[src/inc/bcs_cfg.svh]
// Constants of the bit-operation and compare-and-skip execution block
`ifndef BCS_CFG_SVH
`define BCS_CFG_SVH

// ****************************************
// IO addresses of the registers held here
// ****************************************
`define BCS_IO_FLAG 6'h00
`define BCS_IO_P1_DATA 6'h10
`define BCS_IO_P1_DIR 6'h11
`define BCS_IO_P2_DATA 6'h14
`define BCS_IO_P2_DIR 6'h15

// ****************************************
// Flag register bit positions
// ****************************************
`define BCS_FLAG_Z 0
`define BCS_FLAG_C 1
`define BCS_FLAG_HC 2
`define BCS_FLAG_SO 3
`define BCS_FLAG_MASK 8'h0F

// ****************************************
// Reset values and widths
// ****************************************
`define BCS_RST_BYTE 8'h00
`define BCS_MEM_AW 8
`define BCS_IO_AW 6
`define BCS_MSB 7
`define BCS_NIB_MSB 3

`endif

[src/inc/bcs_pkg.sv]
// Types shared by the bit-operation and compare-and-skip execution block
`include "bcs_cfg.svh"

package bcs_pkg;

    // ****************************************
    // Operations
    // ****************************************
    typedef enum logic [3:0] {
        BCS_OP_NONE = 4'h0,
        BCS_OP_CLEAR_IO = 4'h1,
        BCS_OP_RAISE_IO = 4'h2,
        BCS_OP_TOGGLE_IO = 4'h3,
        BCS_OP_CLEAR_MEM = 4'h4,
        BCS_OP_RAISE_MEM = 4'h5,
        BCS_OP_SWAP_IO = 4'h6,
        BCS_OP_CEQ_WI = 4'h7,
        BCS_OP_CEQ_WM = 4'h8,
        BCS_OP_CEQ_MW = 4'h9,
        BCS_OP_CNE_WM = 4'hA,
        BCS_OP_OTHER = 4'hF
    } bcs_op_e;

    typedef enum logic [0:0] {
        BCS_RUN = 1'b0,
        BCS_SKIP = 1'b1
    } bcs_mode_e;

    // ****************************************
    // Carriers
    // ****************************************
    typedef struct packed {
        logic valid;
        bcs_op_e op;
        logic [2:0] bit_n;
        logic [`BCS_IO_AW-1:0] io_addr;
        logic [`BCS_MEM_AW-1:0] mem_addr;
        logic [7:0] imm;
    } bcs_instr_s;

    typedef struct packed {
        logic we;
        logic [`BCS_MEM_AW-1:0] addr;
        logic [7:0] wdata;
    } bcs_mem_wr_s;

    typedef struct packed {
        bcs_mode_e mode;
        logic [7:0] flags;
        logic [7:0] first_port_data;
        logic [7:0] first_port_dir;
        logic [7:0] second_port_data;
        logic [7:0] second_port_dir;
        bcs_mem_wr_s mem_wr;
        logic retire;
        logic discard;
    } bcs_state_s;

endpackage : bcs_pkg

[src/rtl/bcs_exec.sv]
// Execution of single-bit operations and compare-and-skip instructions
// Behaviour
// - Clear-bit on IO register forces bit n low, flags untouched unless it targets the flag register.
// - Set-bit on IO register forces bit n high, flags untouched unless it targets the flag register.
// - Toggle inverts bit n of the IO register, flags untouched unless it targets the flag register.
// - Clear-bit on memory byte writes 0 to bit n, others kept.
// - Set-bit on memory byte writes 1 to bit n, others kept.
// - Carry-swap exchanges IO bit n with carry; only bit n and carry change.
// - Output-configured swapped bit drives the previous carry onto the pin.
// - Input-configured swapped bit loads the sampled pin level into carry.
// - Carry is bit 1 of the flag register, writable by bit ops.
// - Direction bit 1 makes the pin an output.
// - Equal-skip immediate compares working register, skips on match.
// - Equal-skip with memory, either order, skips on match.
// - Not-equal-skip with memory skips only when operands differ.
// - Compares set flags as subtraction, store no difference.
`timescale 1ns/1ps

module bcs_exec
    import bcs_pkg::*;
(
    // Clock and reset
    input wire logic core_clk,
    input wire logic resetn,
    // Instruction and operands
    input wire bcs_instr_s instr,
    input wire logic [7:0] working_register,
    input wire logic [7:0] mem_rdata,
    // Pin levels
    input wire logic [7:0] first_port_pins,
    input wire logic [7:0] second_port_pins,
    // Data memory write
    output bcs_mem_wr_s mem_wr,
    // Port drivers
    output logic [7:0] first_port_out,
    output logic [7:0] first_port_oe,
    output logic [7:0] second_port_out,
    output logic [7:0] second_port_oe,
    // Status
    output logic [7:0] flags,
    output logic skip_pending,
    output logic retire,
    output logic discard
);

    // ****************************************
    // Helpers
    // ****************************************
    function automatic logic [7:0] put_bit(
        input logic [7:0] v,
        input logic [2:0] n,
        input logic b
    );
        logic [7:0] r;
        r = v;
        r[n] = b;
        return r;
    endfunction : put_bit

    function automatic logic [7:0] io_read(
        input bcs_state_s s,
        input logic [`BCS_IO_AW-1:0] a
    );
        logic [7:0] r;
        r = `BCS_RST_BYTE;
        case (a)
            `BCS_IO_FLAG: r = s.flags;
            `BCS_IO_P1_DATA: r = s.first_port_data;
            `BCS_IO_P1_DIR: r = s.first_port_dir;
            `BCS_IO_P2_DATA: r = s.second_port_data;
            `BCS_IO_P2_DIR: r = s.second_port_dir;
            default: r = `BCS_RST_BYTE;
        endcase
        return r;
    endfunction : io_read

    // Non-port registers behave as outputs, so a swap is a plain exchange
    function automatic logic [7:0] io_dir(
        input bcs_state_s s,
        input logic [`BCS_IO_AW-1:0] a
    );
        logic [7:0] r;
        r = ~`BCS_RST_BYTE;
        case (a)
            `BCS_IO_P1_DATA: r = s.first_port_dir;
            `BCS_IO_P2_DATA: r = s.second_port_dir;
            default: r = ~`BCS_RST_BYTE;
        endcase
        return r;
    endfunction : io_dir

    function automatic logic [7:0] io_pins(
        input logic [`BCS_IO_AW-1:0] a,
        input logic [7:0] p1,
        input logic [7:0] p2,
        input logic [7:0] latch
    );
        logic [7:0] r;
        r = latch;
        case (a)
            `BCS_IO_P1_DATA: r = p1;
            `BCS_IO_P2_DATA: r = p2;
            default: r = latch;
        endcase
        return r;
    endfunction : io_pins

    // Write-back of an IO register; unmapped addresses swallow the write
    function automatic bcs_state_s io_write(
        input bcs_state_s s,
        input logic [`BCS_IO_AW-1:0] a,
        input logic [7:0] v
    );
        bcs_state_s r;
        r = s;
        case (a)
            `BCS_IO_FLAG: r.flags = v & `BCS_FLAG_MASK;
            `BCS_IO_P1_DATA: r.first_port_data = v;
            `BCS_IO_P1_DIR: r.first_port_dir = v;
            `BCS_IO_P2_DATA: r.second_port_data = v;
            `BCS_IO_P2_DIR: r.second_port_dir = v;
            default: r = s;
        endcase
        return r;
    endfunction : io_write

    // Flags of x - y; the difference itself is dropped
    function automatic logic [7:0] sub_flags(
        input logic [7:0] x,
        input logic [7:0] y
    );
        logic [8:0] diff;
        logic [7:0] f;
        diff = {1'b0, x} - {1'b0, y};
        f = `BCS_RST_BYTE;
        f[`BCS_FLAG_Z] = (diff[7:0] == `BCS_RST_BYTE);
        f[`BCS_FLAG_C] = diff[8];
        f[`BCS_FLAG_HC] = (x[`BCS_NIB_MSB:0] < y[`BCS_NIB_MSB:0]);
        f[`BCS_FLAG_SO] = (x[`BCS_MSB] != y[`BCS_MSB]) && (diff[`BCS_MSB] != x[`BCS_MSB]);
        return f;
    endfunction : sub_flags

    // ****************************************
    // Compare helpers
    // ****************************************
    // The memory-first form subtracts the working register from the byte
    function automatic logic [7:0] cmp_lhs(
        input bcs_op_e op,
        input logic [7:0] w,
        input logic [7:0] m
    );
        return (op == BCS_OP_CEQ_MW) ? m : w;
    endfunction : cmp_lhs

    function automatic logic [7:0] cmp_rhs(
        input bcs_op_e op,
        input logic [7:0] w,
        input logic [7:0] m,
        input logic [7:0] imm
    );
        logic [7:0] r;
        r = m;
        case (op)
            BCS_OP_CEQ_WI: r = imm;
            BCS_OP_CEQ_MW: r = w;
            default: r = m;
        endcase
        return r;
    endfunction : cmp_rhs

    // Skip on equality, or on inequality for the not-equal form
    function automatic logic cmp_skip(
        input bcs_op_e op,
        input logic [7:0] x,
        input logic [7:0] y
    );
        return (op == BCS_OP_CNE_WM) ? (x != y) : (x == y);
    endfunction : cmp_skip

    // ****************************************
    // State
    // ****************************************
    bcs_state_s q;
    bcs_state_s d;
    logic [7:0] io_old;
    logic [7:0] io_new;
    logic io_we;
    logic carry_we;
    logic carry_new;
    logic [7:0] pin_lvl;
    logic [7:0] dir_lvl;
    logic [7:0] cmp_flags;
    logic [7:0] cmp_x;
    logic [7:0] cmp_y;
    logic cmp_hit;

    always_comb begin
        d = q;
        d.mem_wr.we = 1'b0;
        d.retire = 1'b0;
        d.discard = 1'b0;
        io_old = io_read(q, instr.io_addr);
        dir_lvl = io_dir(q, instr.io_addr);
        pin_lvl = io_pins(instr.io_addr, first_port_pins, second_port_pins, io_old);
        io_new = io_old;
        io_we = 1'b0;
        carry_we = 1'b0;
        carry_new = q.flags[`BCS_FLAG_C];
        cmp_flags = `BCS_RST_BYTE;
        cmp_hit = 1'b0;
        cmp_x = cmp_lhs(instr.op, working_register, mem_rdata);
        cmp_y = cmp_rhs(instr.op, working_register, mem_rdata, instr.imm);
        if (instr.valid) begin
            d.retire = 1'b1;
            if (q.mode == BCS_SKIP) begin
                // Fetched but dropped: no register, memory or flag changes
                d.discard = 1'b1;
                d.mode = BCS_RUN;
            end else begin
                case (instr.op)
                    BCS_OP_CLEAR_IO: begin
                        io_new = put_bit(io_old, instr.bit_n, 1'b0);
                        io_we = 1'b1;
                    end
                    BCS_OP_RAISE_IO: begin
                        io_new = put_bit(io_old, instr.bit_n, 1'b1);
                        io_we = 1'b1;
                    end
                    BCS_OP_TOGGLE_IO: begin
                        io_new = put_bit(io_old, instr.bit_n, ~io_old[instr.bit_n]);
                        io_we = 1'b1;
                    end
                    BCS_OP_CLEAR_MEM: begin
                        d.mem_wr.we = 1'b1;
                        d.mem_wr.addr = instr.mem_addr;
                        d.mem_wr.wdata = put_bit(mem_rdata, instr.bit_n, 1'b0);
                    end
                    BCS_OP_RAISE_MEM: begin
                        d.mem_wr.we = 1'b1;
                        d.mem_wr.addr = instr.mem_addr;
                        d.mem_wr.wdata = put_bit(mem_rdata, instr.bit_n, 1'b1);
                    end
                    BCS_OP_SWAP_IO: begin
                        // Latch takes old carry; an output pin then shows it
                        io_new = put_bit(io_old, instr.bit_n, q.flags[`BCS_FLAG_C]);
                        io_we = 1'b1;
                        carry_we = 1'b1;
                        if (dir_lvl[instr.bit_n]) begin
                            carry_new = io_old[instr.bit_n];
                        end else begin
                            carry_new = pin_lvl[instr.bit_n];
                        end
                    end
                    BCS_OP_CEQ_WI, BCS_OP_CEQ_WM, BCS_OP_CEQ_MW, BCS_OP_CNE_WM: begin
                        cmp_flags = sub_flags(cmp_x, cmp_y);
                        cmp_hit = cmp_skip(instr.op, cmp_x, cmp_y);
                        d.flags = cmp_flags;
                    end
                    default: begin
                        io_we = 1'b0;
                    end
                endcase
                if (cmp_hit) begin
                    d.mode = BCS_SKIP;
                end
            end
        end
        if (io_we) begin
            d = io_write(d, instr.io_addr, io_new);
        end
        // Carry update last so a swap on the flag register still exchanges
        if (carry_we) begin
            d.flags[`BCS_FLAG_C] = carry_new;
        end
    end

    always_ff @(posedge core_clk) begin
        if (!resetn) begin
            q.mode <= BCS_RUN;
            q.flags <= `BCS_RST_BYTE;
            q.first_port_data <= `BCS_RST_BYTE;
            q.first_port_dir <= `BCS_RST_BYTE;
            q.second_port_data <= `BCS_RST_BYTE;
            q.second_port_dir <= `BCS_RST_BYTE;
            q.mem_wr.we <= 1'b0;
            q.mem_wr.addr <= {`BCS_MEM_AW{1'b0}};
            q.mem_wr.wdata <= `BCS_RST_BYTE;
            q.retire <= 1'b0;
            q.discard <= 1'b0;
        end else begin
            q <= d;
        end
    end

    // ****************************************
    // Outputs
    // ****************************************
    assign mem_wr = q.mem_wr;
    assign first_port_out = q.first_port_data;
    assign first_port_oe = q.first_port_dir;
    assign second_port_out = q.second_port_data;
    assign second_port_oe = q.second_port_dir;
    assign flags = q.flags;
    assign skip_pending = (q.mode == BCS_SKIP);
    assign retire = q.retire;
    assign discard = q.discard;

endmodule : bcs_exec
[config.mk]
export PLATFORM = sky130hd
export DESIGN_NAME = bcs_exec
export DESIGN_NICKNAME = d
export VERILOG_FILES = /design/src/inc/bcs_pkg.sv /design/src/rtl/bcs_exec.sv
export VERILOG_INCLUDE_DIRS = /design/src /design/src/inc
export SDC_FILE = /design/constraint.sdc
export NUM_CORES = 1
export LEC_CHECK = 0
export BUFFER_PORTS_ARGS = -buffer_cell sky130_fd_sc_hd__buf_2
export CAP_MARGIN = 15
export CORE_MARGIN = 2
export CORE_UTILIZATION = 40
export CTS_BUF_LIST = sky130_fd_sc_hd__clkbuf_4
export CTS_CLUSTER_SIZE = 10
export DETAILED_ROUTE_END_ITERATION = 6
export PLACE_DENSITY = 0.71
export SLEW_MARGIN = 40
export SYNTH_ARGS = -nofsm -noshare
export SYNTH_HDL_FRONTEND = slang
export SYNTH_SLANG_ARGS = --single-unit
export TNS_END_PERCENT = 10
[constraint.sdc]
create_clock -name core_clk -period 4.6 [get_ports core_clk]
set_input_delay 0.23 -clock core_clk [delete_from_list [all_inputs] [get_ports core_clk]]
set_output_delay 0.23 -clock core_clk [all_outputs]
set_load 0.05 [all_outputs]
Yosys cells after proc, flatten, opt, wreduce, memory -nomap -nowiden
Index checks and enable logic that the tools add are counted.
- $add $sub $neg: 1
- order comparisons: 3
- equal/unequal tests: 21
- muxes and demuxes: 48
- bitwise gates (word level): 6
- reduce and logical (&&, ||, !) cells: 11
- operator list (operator ; number):
    two-way mux 8 bit ; 10
    two-way mux 59 bit ; 1
    case mux 8 bit (2 select lines) ; 3
    case mux 8 bit (5 select lines) ; 1
    case mux 17 bit (2 select lines) ; 1
    case mux 8 bit (4 select lines) ; 1
    equality test 6 x 5 -> 1 bit (second input constant) ; 4
    two-way mux 1 bit ; 22
    two-way mux 19 bit ; 1
    two-way mux 17 bit ; 1
    bitwise AND 8 bit ; 2
    bitwise mux 8 bit ; 2
    equality test 4 x 3 -> 1 bit (second input constant) ; 4
    OR 8 bit ; 2
    equality test 4 bit (second input constant) ; 3
    binary-select mux 1 bit (select 3 bit) ; 3
    two-way mux 9 bit ; 1
    subtractor 8 x 8 -> 9 bit ; 1
    equality test 4 x 2 -> 1 bit (second input constant) ; 2
    equality test 8 bit ; 1
    zero test 8 bit ; 1
    != test 8 bit ; 1
    inverter 8 bit ; 1
    AND reduction 2 bit ; 4
    13 further kinds ; 17
- register bits: 60
- bits of input ports: 64
- output and inout bits: 60

Depth between registers and ports, before layout
- depth after elaboration: 13
- mapped depth: 16
- gate-level depth less buffers: 15

Worst setup path after synthesis
No wires, ideal clock.
- path type: input port to flip-flop
- from: input port instr[25] in the netlist's numbering
- to: register flags[0] (netlist name)
- arrival: 3578 ps
- required time: 4542 ps
- path slack: 963 ps
- cell stages on the path: 15
- buffers on the path: 2
- path through: buf_4 -> clkinv_1 -> nor3_2 -> clkbuf_1 -> mux2i_1 -> inv_1 -> ha_1 -> nor2b_1 -> o21a_1 -> nor3_1 -> nor2_1 -> or4_1 -> a2111oi_0 -> a211o_1 -> o211a_1
- cells in the longest elaborated chain, start to end: 9
- elaborated cells between the ends (all ways): 25
- those cells by class: 1 x add/sub; 8 x eq/ne; 13 x mux; 3 x reduce/logical
- ends and longest elaborated chain (element ; line ; text):
    start, declared ; bcs_exec.sv:26 ; input wire bcs_instr_s instr,
    equality test 4 bit / equality test 4 x 3 -> 1 bit (equally long branches) ; bcs_exec.sv:152, bcs_exec.sv:163, bcs_exec.sv:220 ;
    case mux 8 bit (2 select lines) / two-way mux 8 bit (equally long branches) ; bcs_exec.sv:163, bcs_exec.sv:152 ;
    subtractor 8 x 8 -> 9 bit ; bcs_exec.sv:134 ; diff = {1'b0, x} - {1'b0, y};
    zero test 8 bit (no line) ; -- ;
    two-way mux 8 bit ; bcs_exec.sv:220 ; case (instr.op)
    two-way mux 8 bit ; bcs_exec.sv:215 ; if (q.mode == BCS_SKIP) begin
    two-way mux 9 bit ; bcs_exec.sv:213 ; if (instr.valid) begin
    two-way mux 8 bit ; bcs_exec.sv:116 ; case (a)
    two-way mux 59 bit (*) ; bcs_exec.sv:268 ; if (io_we) begin
Mark *: on every way between the ends. The rest lies on a longest branch, timed or not.
A chain may end at the register's enable or synchronous reset.

Worst setup path after layout
- from: input port instr[25] in the netlist's numbering
- to: register flags[0] (netlist name)
- cells in the longest elaborated chain, start to end: 9
- elaborated cells between the ends (all ways): 25
- those cells by class: 1 x add/sub; 8 x eq/ne; 13 x mux; 3 x reduce/logical
- ends and longest elaborated chain (element ; line):
    equality test 4 bit / equality test 4 x 3 -> 1 bit (equally long branches) ; bcs_exec.sv:152, bcs_exec.sv:163, bcs_exec.sv:220
    case mux 8 bit (2 select lines) / two-way mux 8 bit (equally long branches) ; bcs_exec.sv:163, bcs_exec.sv:152
    subtractor 8 x 8 -> 9 bit ; bcs_exec.sv:134
    zero test 8 bit (no line) ; --
    two-way mux 8 bit ; bcs_exec.sv:220
    two-way mux 8 bit ; bcs_exec.sv:215
    two-way mux 9 bit ; bcs_exec.sv:213
    two-way mux 8 bit ; bcs_exec.sv:116
    two-way mux 59 bit (*) ; bcs_exec.sv:268
Marked as above.

==> metrics.md <==
| Metric | Value |
|---|---|
| Post-CTS Resized | `0` |
| Number of CTS-inserted buffers | `9` |
| TNS Setup | `0 ns` |
| Syn Area/Cell | `a little under 9 um2` |
| Commonest cells post-synth | `dfxtp_1, nand2_1, nor2_1, a21oi_1, mux2i_1` |
| Critical Path Source | `instr[25]` |
| Leading post-synthesis cells by cell area | `dfxtp_1, mux2i_1, a22o_1` |
| Worst IR Drop VDD | `roughly 0.00015 V` |
| Rows | `36` |
| Worst path cell trace | `buf_2 > clkinv_1 > nor3_2 > buf_4 > nor2_1 > nand2_1 > nand2_1 > ha_1 > fa_1 > nor2b_1 > o21ai_1 > nand2b_1 > xor2_1 > or4_1 > a2111oi_0 > a211o_1 > o211a_1` |
| Clock slew at reported path FFs | `between 0.1 and 0.15 ns` |
| Pleak | `2.075 nW` |
| Synthesized net count | `527` |
| Drt drc | `0` |
| Layout cells sized above 1 | `30.65%` |
| Critical R2R Launch | `second_port_out[5]` |
| Pre-CTS WS | `0.9719 ns` |
| Die height | `103.5 um` |
| Seq/Total Area, Yosys | `30.31%` |
| Crit path buf inv count | `3` |
| Final Hold Viols | `0` |
| Min-delay worst type | `in -> reg` |
| Vias per std cell | `about 5.8` |
| Inserted Diodes | `0` |
| Maximum clock rate | `between 0.3 and 0.4 GHz` |
| Pwr Density | `238.8 nW/um2` |
| Routed len/inst | `18.55 um` |
| Finished Core Util | `49.24%` |
| WL final | `13060 um` |
| Main combinational cell family by area after synthesis | `compound AO/OA/AOI/OAI gates` |
| Share of the synthesized area in the top cell type | `30.31%` |
| Setup Skew | `~0.021 ns` |
| Final net count | `639` |
| Clk_lat worst skew | `0.42 ns` |
| Setup crit end kind | `register` |
| Storage cell area | `1201 um2` |
| Sequential power share | `46.4%` |
| CP dominant cell by count | `nand2_1` |
| Sink Count | `60` |
| Sw Share | `between 30% and 40%` |
| Post-CTS setup buffer count | `0` |
| Synth Area in Compound Gates | `between 20 and 30%` |
| Distinct cell type count of the synthesized netlist | `75` |
| Worst hold start | `instr[13]` |
| Fin Hold WS | `0.03806 ns` |
| Post-synthesis simple-gate area fraction | `between 20% and 30%` |
| Clock power frac | `32.5%` |
| CP max FO | `17` |
| DRT iter0 DRCs | `353` |
| Actual slew at the worst max-slew pin | `0.8413 ns` |
| CP arrival | `between 3 and 4 ns` |
| Core ar. | `approximately 9700 um2` |
| Slew HR | `between 40% and 50%` |
| Vias in the first global route | `4000` |
| Drt pass-1 iters | `5` |
| DIE AREA | `~11000 um2` |
| Final Max Slew Viols | `0` |
| Dominant synthesized flop cell | `dfxtp_1` |
| Total GRT Usage | `24.13%` |
| Initial core utilization | `between 40% and 50%` |
| Combinational Power Share | `21.1%` |
| Layout area overhead | `20.33%` |
| Net Switching | `357.0 uW` |
| Top-count cell post-synth | `dfxtp_1` |
| Post-Synth Adder-Cell Area | `3.031%` |
| Mux cell area share after synthesis | `10.99%` |
| Global-route wire length before repair | `20890 um` |
| I/O pin count | `124` |
| Post-cts hold buffer count | `0` |
| RSZ-0062 raised after global routing | `false` |
| Root buffer cell | `clkbuf_4` |
| Dpl hpwl | `approximately 10000 um` |
| GP Congestion | `0.9466` |
| Post-Syn Instances | `454` |
| H-tree depth | `3` |
| Final setup slack of the worst path | `1.352 ns` |
| Top delay family on crit path | `simple AND/OR/NAND/NOR gates` |
| Worst Path Class, Setup | `in -> reg` |
| Status | `completed` |
| CTS tree | `yes` |
| Fill cell count | `roughly 950` |
| Final critical-path share of the clock period | `between 70% and 80%` |
| Setup crit start kind | `input port` |
| Worst EP required | `4.95 ns` |
| EDFF count, synth | `0` |
| FFs w/ async S/R, synth | `0%` |
| Cell Area, Synth | `3963 um2` |
| CP max stage cell | `fa_1` |
| Internal | `~800 uW` |
| Largest net degree at the start of global routing | `29` |
| DR vias | `just over 4000` |
| Max-cap viol count | `0` |
| DIE WIDTH | `roughly 100 um` |
| Number of port buffers | `~120` |
| Clock buffer depth | `2` |
| Seq cells post-synth | `60` |
| Initial antenna violation count | `0` |
| Worst stage delay on the critical path | `0.41 ns` |
| Leading area contributor after synthesis | `dfxtp_1` |
| Period minus WS final | `3.248 ns` |
| Total grt overflow | `0` |
| Count of final setup violators | `0` |
| Xor/xnor share of the synthesized area | `under 10%` |
| Antenna Violating Nets Remaining | `0` |
| Yosys warnings | `0` |
| Area occupied by multi-input gates | `roughly 2600 um2` |
-- stage by stage --
stage | power [mW] | area, um2 | std cells
2_1_floorplan | 0.7055 | 3963 | 454
3_3_place_gp | 0.7722 | 4621 | 688
3_5_place_dp | 0.7768 | 4632 | 688
4_1_cts | 1.140 | 4762 | 704
5_1_grt | 1.186 | 4768 | 704
6_report | 1.139 | 4768 | 704
-- path summary, 6_finish.rpt --
path | endpoint | slack [ns] | depth (start not counted)
max | flags[0] | 1.35 | 17
min | mem_wr[13] | 0.04 | 3
max reg2reg | flags[0] | 2.15 | 8
min reg2reg | mem_wr[15] | 0.46 | 2
-- cells by family after synthesis --
family | count (synthesis)
compound gates | 152
flops | 60
buf+inv | 32
fa+ha+maj | 9
mux | 39
simple gates | 156
xor+xnor | 6
-- tightest hold or removal path: stages --
cell	delay [ns]
buf_2	0.09
nand2_1	0.05
a21oi_1	0.05
-- sequential cells by signal, summed over array words and instances (netlist names) --
register and flops:
skip_pending 1, discard 1, first_port_oe 8, second_port_out 8, first_port_out 8, retire 1, second_port_oe 8, mem_wr 17
flags 8
-- cells in the final DEF, fill, tap and decap left out, types with 3 or more instances in the layout --
cell type / count
o21ai_0: 15
buf_2: 123
a21oi_1: 29
nor2_1: 37
a22oi_1: 4
o22ai_1: 11
a311oi_1: 4
or3_1: 3
o211ai_1: 5
nand2_1: 45
nor3_1: 7
a32o_1: 14
o21a_1: 7
o31a_1: 3
inv_1: 6
dfxtp_1: 60
a22o_1: 23
nand2b_1: 9
a2111oi_0: 3
nand3_1: 5
and3_1: 5
nor2b_1: 11
a211oi_1: 7
ha_1: 8
o31ai_1: 3
buf_4: 3
xor2_1: 3
mux2i_1: 24
clkbuf_4: 10
mux2_2: 12
xnor2_1: 3
o211a_1: 3
and2_1: 7
clkinv_1: 3
-- metal layers --
metal | routed length (um) | vias to the layer above | track usage (%)
met5 | 0 | - | 0
met4 | 308 | 0 | 8.108
met3 | 1003 | 30 | 4.468
met2 | 5984 | 210 | 38.17
met1 | 5765 | 1902 | 33.19
li1 | - | 1949 | -
-- power by group through the flow --
| stage | sequential, mW | clock [mW] | combinational (mW) |
|---|---|---|---|
| floorplan | 0.561 | 0 | 0.145 |
| global route | 0.530 | 0.394 | 0.263 |
| detailed placement | 0.541 | 0 | 0.236 |
| finish | 0.529 | 0.370 | 0.240 |
| global placement | 0.541 | 0 | 0.232 |
| CTS | 0.529 | 0.374 | 0.237 |
-- final cells by class --
type	count	share of cell area (%)
Sequential cell	60	25.19
Clock inverter	6	1.155
Inverter	7	0.5510
Tap cell	133	3.490
Timing Repair Buffer	126	13.38
Multi-Input combinational cell	362	54.66
Clock buffer	10	1.574
(Power assumes the default switching activity.)
